<file path="src/pwm_pkg.sv">
// package: register map, field layouts and timing constants of the triple pwm block
package pwm_pkg;

  // register offsets (word addresses on the plain register port)
  localparam logic [3:0] FIXED_PWM_A_DUTY_REG_OFS = 4'h0;
  localparam logic [3:0] FIXED_PWM_B_DUTY_REG_OFS = 4'h1;
  localparam logic [3:0] PROG_PWM_BASE_REG_OFS    = 4'h2;
  localparam logic [3:0] PROG_PWM_TIMING_REG_OFS  = 4'h3;
  localparam logic [3:0] PIN_ROUTE_REG_OFS        = 4'h4;
  localparam logic [3:0] PWM_STATUS_REG_OFS       = 4'h5;

  // field widths and positions
  localparam int DUTY_W      = 10;
  localparam int BASE_W      = 7;
  localparam int HL_W        = 8;
  localparam int HIGH_LSB    = 0;
  localparam int LOW_LSB     = 8;
  localparam int PIN_SEL_W   = 2;
  localparam int FIXED_CNT_W = 9;

  // reset values
  localparam logic [DUTY_W-1:0] DUTY_RST  = 10'h000;
  localparam logic [BASE_W-1:0] BASE_RST  = 7'h00;
  localparam logic [HL_W-1:0]   HL_RST    = 8'h00;

  // fixed generator period in oscillator cycles
  localparam logic [DUTY_W-1:0] FIXED_PERIOD = 10'h200;

  // pin source selector codes
  localparam logic [PIN_SEL_W-1:0] SEL_OFF   = 2'h0;
  localparam logic [PIN_SEL_W-1:0] SEL_FIX_A = 2'h1;
  localparam logic [PIN_SEL_W-1:0] SEL_FIX_B = 2'h2;
  localparam logic [PIN_SEL_W-1:0] SEL_PROG  = 2'h3;

  typedef struct packed {
    logic [3:0]  addr;
    logic [31:0] wdata;
    logic        wr;
    logic        rd;
  } reg_req_type;

  typedef enum logic [1:0] {
    PROG_HIGH = 2'b01,
    PROG_LOW  = 2'b10
  } prog_state_type;

endpackage

</file>
<file path="src/fixed_pwm.sv">
// fixed-period duty-programmable pwm generator, period 512 oscillator cycles
`timescale 1ns/10ps
module fixed_pwm (
  // clock and reset
  input  wire logic                       clk_i,
  input  wire logic                       rst_b_i,
  // duty setting from software
  input  wire logic [pwm_pkg::DUTY_W-1:0] duty_i,
  // pwm output
  output logic                            pwm_o
);
  import pwm_pkg::*;

  logic [FIXED_CNT_W-1:0] cnt;
  logic [DUTY_W-1:0]      duty_act;
  logic [DUTY_W-1:0]      next_duty;

  // duty in force next cycle: a new value only governs from the first cycle of a period,
  // otherwise the first cycle after the wrap would still follow the old duty (runt pulse)
  assign next_duty = (cnt == {FIXED_CNT_W{1'b1}}) ? duty_i : duty_act;

  // free-running 9-bit counter wraps every 512 cycles
  always_ff @(posedge clk_i or negedge rst_b_i) begin
    if (!rst_b_i) begin
      cnt <= '0;
    end else begin
      cnt <= cnt + 9'h001;
    end
  end

  // new duty only taken at the period wrap so no runt pulse appears
  always_ff @(posedge clk_i or negedge rst_b_i) begin
    if (!rst_b_i) begin
      duty_act <= DUTY_RST;
    end else if (cnt == {FIXED_CNT_W{1'b1}}) begin
      duty_act <= duty_i;
    end
  end

  // high while count below duty; duty 0 never high, duty >= 512 always high
  always_ff @(posedge clk_i or negedge rst_b_i) begin
    if (!rst_b_i) begin
      pwm_o <= 1'b0;
    end else begin
      pwm_o <= ({1'b0, next_cnt(cnt)} < next_duty) || (next_duty >= FIXED_PERIOD);
    end
  end

  function automatic logic [FIXED_CNT_W-1:0] next_cnt(input logic [FIXED_CNT_W-1:0] c);
    next_cnt = c + 9'h001;
  endfunction

endmodule

</file>
<file path="src/triple_general_pwm.sv">
// triple general-purpose pwm block with register port and pin routing
`timescale 1ns/10ps
// Contract
// - three independent generators: two fixed-period, one programmable.
// - fixed generators have a period of 512 oscillator cycles.
// - fixed generator high time equals its 10-bit duty value in cycles; the code caps it at 512 cycles (always high) for values above 512.
// - fixed generator duty zero keeps output low all period.
// - programmable base tick period is base field plus one cycles.
// - programmable output high for high count ticks, then low count ticks.
// - programmable high and low both zero forces output low.
// - each generator output is selectable as source for general-purpose pins.
module triple_general_pwm #(
  parameter int PIN_N = 4
) (
  // clock and reset
  input  wire logic                 REF_CLK_I,
  input  wire logic                 RST_B_I,
  // register port
  input  wire logic [3:0]           ADDR_I,
  input  wire logic [31:0]          WDATA_I,
  input  wire logic                 WR_I,
  input  wire logic                 RD_I,
  output logic [31:0]               RDATA_O,
  // pwm signals
  output logic                      PWM_A_O,
  output logic                      PWM_B_O,
  output logic                      PWM_PROG_O,
  output logic [PIN_N-1:0]          GP_PIN_O
);
  import pwm_pkg::*;

  reg_req_type req;
  assign req = '{addr: ADDR_I, wdata: WDATA_I, wr: WR_I, rd: RD_I};

  logic [DUTY_W-1:0]        fixed_pwm_a_duty_reg;
  logic [DUTY_W-1:0]        fixed_pwm_b_duty_reg;
  logic [BASE_W-1:0]        prog_pwm_base_divider;
  logic [HL_W-1:0]          prog_pwm_high_count;
  logic [HL_W-1:0]          prog_pwm_low_count;
  logic [2*PIN_N-1:0]       pin_route;
  logic                     fix_a;
  logic                     fix_b;
  logic [BASE_W-1:0]        base_act;
  logic [HL_W-1:0]          high_act;
  logic [HL_W-1:0]          low_act;
  logic [BASE_W-1:0]        base_cnt;
  logic [HL_W-1:0]          lvl_cnt;
  logic                     tick;
  logic                     prog_out;
  logic                     next_prog_out;
  prog_state_type           state;
  prog_state_type           next_state;
  logic [HL_W-1:0]          next_lvl_cnt;
  logic                     period_end;

  // register writes
  always_ff @(posedge REF_CLK_I or negedge RST_B_I) begin
    if (!RST_B_I) begin
      fixed_pwm_a_duty_reg  <= DUTY_RST;
      fixed_pwm_b_duty_reg  <= DUTY_RST;
      prog_pwm_base_divider <= BASE_RST;
      prog_pwm_high_count   <= HL_RST;
      prog_pwm_low_count    <= HL_RST;
      pin_route             <= '0;
    end else if (req.wr) begin
      case (req.addr)
        FIXED_PWM_A_DUTY_REG_OFS: fixed_pwm_a_duty_reg <= req.wdata[DUTY_W-1:0];
        FIXED_PWM_B_DUTY_REG_OFS: fixed_pwm_b_duty_reg <= req.wdata[DUTY_W-1:0];
        PROG_PWM_BASE_REG_OFS:    prog_pwm_base_divider <= req.wdata[BASE_W-1:0];
        PROG_PWM_TIMING_REG_OFS: begin
          prog_pwm_high_count <= req.wdata[HIGH_LSB +: HL_W];
          prog_pwm_low_count  <= req.wdata[LOW_LSB +: HL_W];
        end
        PIN_ROUTE_REG_OFS:        pin_route <= req.wdata[2*PIN_N-1:0];
        default: ;
      endcase
    end
  end

  // read data stands one cycle after the read strobe; unmapped reads give zero
  always_ff @(posedge REF_CLK_I or negedge RST_B_I) begin
    if (!RST_B_I) begin
      RDATA_O <= '0;
    end else if (req.rd) begin
      case (req.addr)
        FIXED_PWM_A_DUTY_REG_OFS: RDATA_O <= 32'(fixed_pwm_a_duty_reg);
        FIXED_PWM_B_DUTY_REG_OFS: RDATA_O <= 32'(fixed_pwm_b_duty_reg);
        PROG_PWM_BASE_REG_OFS:    RDATA_O <= 32'(prog_pwm_base_divider);
        PROG_PWM_TIMING_REG_OFS:  RDATA_O <= {16'h0000, prog_pwm_low_count, prog_pwm_high_count};
        PIN_ROUTE_REG_OFS:        RDATA_O <= 32'(pin_route);
        PWM_STATUS_REG_OFS:       RDATA_O <= {29'h00000000, prog_out, fix_b, fix_a};
        default:                  RDATA_O <= '0;
      endcase
    end else begin
      RDATA_O <= '0;
    end
  end

  // two fixed generators share one module, each its own counter
  fixed_pwm u_fix_a (
    .clk_i   (REF_CLK_I),
    .rst_b_i (RST_B_I),
    .duty_i  (fixed_pwm_a_duty_reg),
    .pwm_o   (fix_a)
  );

  fixed_pwm u_fix_b (
    .clk_i   (REF_CLK_I),
    .rst_b_i (RST_B_I),
    .duty_i  (fixed_pwm_b_duty_reg),
    .pwm_o   (fix_b)
  );

  // base tick prescaler: one tick every base+1 cycles
  assign tick = (base_cnt == base_act);

  always_ff @(posedge REF_CLK_I or negedge RST_B_I) begin
    if (!RST_B_I) begin
      base_cnt <= '0;
    end else if (tick) begin
      base_cnt <= '0;
    end else begin
      base_cnt <= base_cnt + 7'h01;
    end
  end

  // a period ends on the tick closing its low phase, or closing the high phase when there
  // is no low phase, so a zero low count keeps the output high with no one-tick dip
  assign period_end = tick && (lvl_cnt <= 8'h01) &&
                      (state == PROG_LOW || low_act == '0);

  // settings latched only at the period end so the running pulse is never cut
  always_ff @(posedge REF_CLK_I or negedge RST_B_I) begin
    if (!RST_B_I) begin
      base_act <= BASE_RST;
      high_act <= HL_RST;
      low_act  <= HL_RST;
    end else if (period_end) begin
      base_act <= prog_pwm_base_divider;
      high_act <= prog_pwm_high_count;
      low_act  <= prog_pwm_low_count;
    end
  end

  // phase sequencer: high for high ticks, then low for low ticks; zero-length phases skip
  always_comb begin
    next_state    = state;
    next_lvl_cnt  = lvl_cnt;
    next_prog_out = prog_out;
    if (period_end) begin
      if (prog_pwm_high_count != '0) begin
        next_state    = PROG_HIGH;
        next_lvl_cnt  = prog_pwm_high_count;
        next_prog_out = 1'b1;
      end else begin
        next_state    = PROG_LOW;
        next_lvl_cnt  = prog_pwm_low_count;
        next_prog_out = 1'b0;
      end
    end else if (tick) begin
      case (state)
        PROG_HIGH: begin
          if (lvl_cnt > 8'h01) begin
            next_lvl_cnt = lvl_cnt - 8'h01;
          end else begin
            next_state    = PROG_LOW;
            next_lvl_cnt  = low_act;
            next_prog_out = 1'b0;
          end
        end
        PROG_LOW: begin
          next_lvl_cnt = lvl_cnt - 8'h01;
        end
        default: begin
          next_state    = PROG_LOW;
          next_prog_out = 1'b0;
        end
      endcase
    end
  end

  always_ff @(posedge REF_CLK_I or negedge RST_B_I) begin
    if (!RST_B_I) begin
      state    <= PROG_LOW;
      lvl_cnt  <= '0;
      prog_out <= 1'b0;
    end else begin
      state    <= next_state;
      lvl_cnt  <= next_lvl_cnt;
      prog_out <= next_prog_out;
    end
  end

  // outputs registered again so every port comes from a flop
  always_ff @(posedge REF_CLK_I or negedge RST_B_I) begin
    if (!RST_B_I) begin
      PWM_A_O    <= 1'b0;
      PWM_B_O    <= 1'b0;
      PWM_PROG_O <= 1'b0;
    end else begin
      PWM_A_O    <= fix_a;
      PWM_B_O    <= fix_b;
      PWM_PROG_O <= prog_out;
    end
  end

  // per-pin source selector
  genvar gi;
  generate
    for (gi = 0; gi < PIN_N; gi++) begin : g_pin
      always_ff @(posedge REF_CLK_I or negedge RST_B_I) begin
        if (!RST_B_I) begin
          GP_PIN_O[gi] <= 1'b0;
        end else begin
          case (pin_route[2*gi +: 2])
            SEL_FIX_A: GP_PIN_O[gi] <= fix_a;
            SEL_FIX_B: GP_PIN_O[gi] <= fix_b;
            SEL_PROG:  GP_PIN_O[gi] <= prog_out;
            default:   GP_PIN_O[gi] <= 1'b0;
          endcase
        end
      end
    end
  endgenerate

endmodule

</file>
<file path="config.mk">
export PLATFORM = sky130hd
export DESIGN_NAME = triple_general_pwm
export DESIGN_NICKNAME = d
export VERILOG_FILES = /design/src/pwm_pkg.sv /design/src/fixed_pwm.sv /design/src/triple_general_pwm.sv
export SDC_FILE = /design/constraint.sdc
export NUM_CORES = 1
export LEC_CHECK = 0
export ABC_AREA = 1
export ABC_CLOCK_PERIOD_IN_PS = 3000
export BUFFER_PORTS_ARGS = -buffer_cell sky130_fd_sc_hd__buf_2
export CAP_MARGIN = 10
export CORE_ASPECT_RATIO = 0.6
export CORE_MARGIN = 2
export CORE_UTILIZATION = 45
export CTS_CLUSTER_DIAMETER = 120
export CTS_CLUSTER_SIZE = 14
export DETAILED_ROUTE_END_ITERATION = 10
export GPL_TIMING_DRIVEN = 0
export PLACE_DENSITY = 0.66
export SYNTH_ARGS = -nofsm -noshare
export SYNTH_HDL_FRONTEND = slang
export SYNTH_HIERARCHICAL = 1
export SYNTH_SLANG_ARGS = --single-unit
</file>
<file path="constraint.sdc">
create_clock -name REF_CLK_I -period 3 [get_ports REF_CLK_I]
set_clock_uncertainty 0.15 [all_clocks]
set_input_delay 0.3 -clock REF_CLK_I [delete_from_list [all_inputs] [get_ports REF_CLK_I]]
set_output_delay 0.3 -clock REF_CLK_I [all_outputs]
set_load 0.01 [all_outputs]
</file>
Word level (Yosys, flattened, before mapping)
Cells that the tools add are included.
W data, S select, Z words.

operators by class
  bitwise operators = 0
  eq/ne operators = 24
  $add $sub $neg = 4
  shift-type cells = 0
  multipliers = 0
  reduce and logical (&&, ||, !) cells = 17
  mux-type cells = 24
  divide/modulo/power cells = 0
  order comparisons = 6

operators with widths
  cell                    number
  $pmux W16 S6            1
  $mux W32                1
  $mux W8                 4
  $ge A10 B10 Y1 const B  2
  $lt A9 B10 Y1           2
  $mux W10                2
  $add A9 B1 Y9 const B   2
  $eq A2 B2 Y1 const B    9
  $eq A9 B9 Y1 const B    2
  $pmux W8 S2             1
  $pmux W1 S3             4
  $reduce_and A2 Y1       6
  $eq A2 B1 Y1 const B    5
  $eq A4 B2 Y1 const B    2
  $eq A4 B3 Y1 const B    2
  $gt A8 B1 Y1 const B    1
  $le A8 B1 Y1 const B    1
  $logic_not A8 Y1        1
  $mux W2                 4
  $reduce_bool A8 Y1      1
  $sub A8 B1 Y8 const B   1
  $add A7 B1 Y7 const B   1
  $eq A7 B7 Y1            1
  $mux W7                 1
  other kinds (12)        18

word-level totals
  bits in writable memories = 0
  latch bits = 0
  output and inout bits = 39
  bits in registers = 163
  logic and storage cells = 101
  ROM bits = 0
  input port bits = 40
  memories kept = 0

Longest topological paths before layout
  word-level depth = 5
  depth in mapped cells = 18
  mapped depth without buffers = 17

Hierarchy
The synthesis kept the hierarchy.

by module, submodules not included
  module              cells each  sequential area each (sq um)  area each (sq um)  times used
  triple_general_pwm  612         2653.8                        5001.0             1
  fixed_pwm           123         500.5                         1081.0             2

Worst setup path before layout
No wires, ideal clock.

  path type = reg-to-reg
  from = register u_fix_a.cnt[0]
  to = register u_fix_a.pwm_o
  period minus slack after synthesis = 2.488 ns
  library setup time = 0.118 ns
  required time = 2.732 ns
  arrival time = 2.220 ns
  setup slack = 0.512 ns
  stages on the path, launching flop included = 17
  buffers on the path = 1
  cells stage by stage = dfrtp_1 > ha_1 > nand3_1 > nor3_2 > nand2_1 > nor2_1 > ha_1 > clkbuf_4 > nand2_1 > o21ai_1 > inv_1 > ha_1 > nand3_1 > inv_1 > nand3_1 > a21oi_1 > nor2_1

between the ends
  word-level cells in the longest chain between the ends = 4
  elaborated cells between the ends (all ways) = 6
  those cells by class = add/sub: 1; order compare: 2; eq/ne: 1; mux: 1; reduce/logical: 1

RTL lines
  element                                                 RTL line         RTL
  from (decl)                                             fixed_pwm.sv:14  logic [FIXED_CNT_W-1:0] cnt;
  from (signal assigned)                                  fixed_pwm.sv:27  cnt <= cnt + 9'h001;
  $eq A9 B9 Y1 (*)                                        fixed_pwm.sv:20  assign next_duty = (cnt == {FIXED_CNT_W{1'b1}}) ? duty_i : duty_act;
  $mux W10 (*)                                            fixed_pwm.sv:20
  via u_fix_a.next_duty[7]                                fixed_pwm.sv:16  logic [DUTY_W-1:0] next_duty;
  $lt A9 B10 Y1 / $ge A10 B10 Y1 (equally long branches)  fixed_pwm.sv:45  pwm_o <= ({1'b0, next_cnt(cnt)} < next_duty) || (next_duty >= FIXED_PERIOD);
  $logic_or A1 B1 Y1 (*)                                  fixed_pwm.sv:45
  to (signal assigned)                                    fixed_pwm.sv:45
  to (decl)                                               fixed_pwm.sv:10  output logic pwm_o

The timed path passes the listed nets; every way through them passes the cells marked *.
A chain may end at the register's enable or synchronous reset.

Worst setup path in the final report
  from = register u_fix_b.cnt[0]
  to = register u_fix_b.pwm_o

between the ends
  word-level cells in the longest chain between the ends = 4
  elaborated cells between the ends (all ways) = 6
  those cells by class = add/sub: 1; order compare: 2; eq/ne: 1; mux: 1; reduce/logical: 1

RTL lines
  element                                                 RTL line
  from (decl)                                             fixed_pwm.sv:14
  from (signal assigned)                                  fixed_pwm.sv:27
  $eq A9 B9 Y1 (*)                                        fixed_pwm.sv:20
  $mux W10 (*)                                            fixed_pwm.sv:20
  via u_fix_b.next_duty[2]                                fixed_pwm.sv:16
  $lt A9 B10 Y1 / $ge A10 B10 Y1 (equally long branches)  fixed_pwm.sv:45
  $logic_or A1 B1 Y1 (*)                                  fixed_pwm.sv:45
  to (signal assigned)                                    fixed_pwm.sv:45
  to (decl)                                               fixed_pwm.sv:10

Marks and branches as above.

==> impl_metrics.tcl <==
set metrics [dict create \
    cts.reportedPaths.clkPinSlew_ns 0.06 \
    clock_path_buffers 2 \
    die-area_sq_mm 0.0170 \
    vdd_drop_max_mv 0.394 \
    wl_per_cell_microns 15.0 \
    antenna_found_initial 1 \
    hold_class "input port to register" \
    slew_violations 0 \
    worstPathRequired_ns 3.16 \
    final_cells 1168 \
    port_buffers 46 \
    grt_pass1_wl_mm 28.5 \
    finalCritPeriodShare 0.926 \
    cp.arrival_ns 2.94 \
    clockRootBuffer "clkbuf_16" \
    cts_made_buffers 17 \
    ant_nets 0 \
    globalplace.congestion 0.921 \
    dp_cells 1123 \
    p_per_area_mw_per_mm2 738 \
    routed_wl_mm 17.5 \
    cts_num_sinks 146 \
    top_register "RDATA_O" \
    path_class "register to register" \
    maxCapViolations 0 \
    drc_errors 0 \
    syn_inst 858 \
    htree_levels 4 \
    fin_crit_ns 2.78 \
    area_growth_pct 18.9 \
    ys.warnings.count 6 \
    synthesis.area_sq_mm 0.00716 \
    insertion_delay_ns 0.42 \
    die_x_microns 167 \
    syn_area_per_cell_sq_um 8.35 \
    io_pins 79 \
    grt_start_max_net_pins 101 \
    final_util 0.551 \
    final_nets 1014 \
    hpwl_mm 13.2 \
    slew_headroom 0.642 \
    rsz0062_at_grt "false" \
    ys_ff_latch 146 \
    tightest_slew_ns 0.536 \
    drt_first_pass_iters 5 \
    die_h_microns 102 \
    track_usage 0.220 \
    start_kind "register" \
    leakagePower_uw 0.00450 \
    row_count 35 \
    synth_cell_types 37 \
    grt-ovfl-total 0 \
    r2r_slack_ns 0.22 \
    setup_viol 0 \
    crit_fanout 10 \
    tritoncts "yes" \
    largest_reg_flops 16 \
    initialDrtViolationCount 484 \
    drive_gt1_frac 0.186 \
    hold_violations 0 \
    end_kind "register" \
    start_util 0.463 \
    yosysSeqAreaShare 0.510 \
    clock.fmax_mhz 360 \
    vias_per_cell 4.86 \
    vias 5672 \
    coreArea_sq_mm 0.0155 \
    grt_pass1_vias 5285 \
    status "finished clean" \
]
cell usage in the layout, fill, tap and decap left out, types with 4 or more instances in the layout:
| cell type | instances |
|---|---|
| dlygate4sd3_1 | 5 |
| a21oi_1 | 26 |
| inv_1 | 118 |
| clkinvlp_4 | 4 |
| nor2_2 | 7 |
| o21ai_2 | 14 |
| or2_2 | 12 |
| clkbuf_16 | 17 |
| ha_1 | 18 |
| buf_2 | 51 |
| o21ai_0 | 58 |
| conb_1 | 16 |
| nor2_1 | 58 |
| inv_2 | 11 |
| nand2_1 | 228 |
| nand3_1 | 43 |
| buf_4 | 24 |
| o22ai_1 | 5 |
| clkbuf_1 | 11 |
| ha_2 | 4 |
| xor2_1 | 9 |
| nor3_1 | 4 |
| a31oi_1 | 4 |
| nand3_2 | 4 |
| o21ai_1 | 25 |
| dfrtp_1 | 145 |
logic make-up after synthesis:
logic type,count (synthesis),share of synthesized area
compound gates,137,0.106
xor+xnor,12,0.0147
fa+ha+maj,23,0.0402
buf+inv,165,0.0985
flops,146,0.510
other cells,1,0.000524
simple gates,374,0.230
per-stage QoR:
stage                     cell area, sq um  TNS (ns)  hold slack, ns  setup slack, ns  power, uW
after global placement                7700    -91.31           0.237           -0.648       4040
after floorplan                       7220         0          -0.146            0.512       3670
after global routing                  8510         0         0.00887          0.00391       6670
after detailed placement              7740         0           0.122           0.0735       4090
final                                 8510         0         0.00414            0.221       6280
after CTS                             8400         0         0.00289           0.0306       6300
report_power, final:
group	internal, uW	leakage [uW]	switching (uW)
registers	2330	0.00187	334
logic	520	0.00234	893
clock network	1360	0.000286	843
total	4210	0.00450	2070
worst max-delay path, cell delays in order, from the launching register on:
cell and delay (ns):
dfrtp_1 0.39, ha_2 0.21, nand3_2 0.11, nor3_2 0.22
nand2_1 0.09, nor2_2 0.10, ha_2 0.26, buf_8 0.17
nand2_1 0.07, o21ai_1 0.11, inv_1 0.07, ha_1 0.28
nand2_1 0.05, nor2_1 0.12, nand3_1 0.10, a21oi_2 0.12
nor2_1 0.05
per-layer routing:
layer | part of all wire | vias to the layer above | routed length (microns) | GRT usage
met1 | 0.54 | 2608 | 9470 | 0.354
met5 | 0 | - | 0 | 0
met3 | 0.096 | 18 | 1680 | 0.0739
met2 | 0.36 | 181 | 6230 | 0.272
met4 | 0.0087 | 0 | 153 | 0.0617
li1 | - | 2865 | - | -
area by class of cell:
class / instances / area, sq um
Antenna cell: 1 / 2.50
Buffer: 35 / 233
Clock buffer: 21 / 460
Clock inverter: 11 / 151
Fill cell: 1396 / 6940
Inverter: 130 / 490
Multi-Input combinational cell: 562 / 2900
Sequential cell: 146 / 3650
Tap cell: 203 / 254
Timing Repair Buffer: 59 / 367
synthesized netlist by cell type, drive strengths merged:
cell	n	area, sq um
and2	2	12.5
inv	130	488
dfstp	1	26.3
nand4	3	18.8
clkbuf	11	48.8
nand2	231	880
conb	1	3.75
buf	24	169
dfrtp	145	3630
ha	23	288
o21ai	97	538
a21oi	28	140
nor3	6	40.0
nor2	71	353
nor4	1	6.26
or2	12	75.1
o22ai	5	31.3
xor2	9	78.8
nand3	48	263
a41oi	1	8.76
xnor2	3	26.3
o211ai	2	15.0
a31oi	4	25.0
final timing paths:
path / startpoint / end / cells after the start
worst max-delay path: u_fix_b/cnt[0] / u_fix_b/pwm_o / 16
worst min-delay path: WDATA_I[13] / prog_pwm_low_count[5] / 3
worst max register to register: u_fix_b/cnt[0] / u_fix_b/pwm_o / 16
worst min register to register: u_fix_b/pwm_o / PWM_B_O / 0
max in group asynchronous: RST_B_I / pin_route[1] / 3
min in group asynchronous: RST_B_I / RDATA_O[12] / 2
what timing repair did:
item	CTS	global route
buffers inserted	0	7
hold buffers	5	0
setup endpoints to repair	0	2
gates resized for setup	0	17
hold endpoints to repair	51	0
No activity file was read; power rests on OpenSTA's default activity.
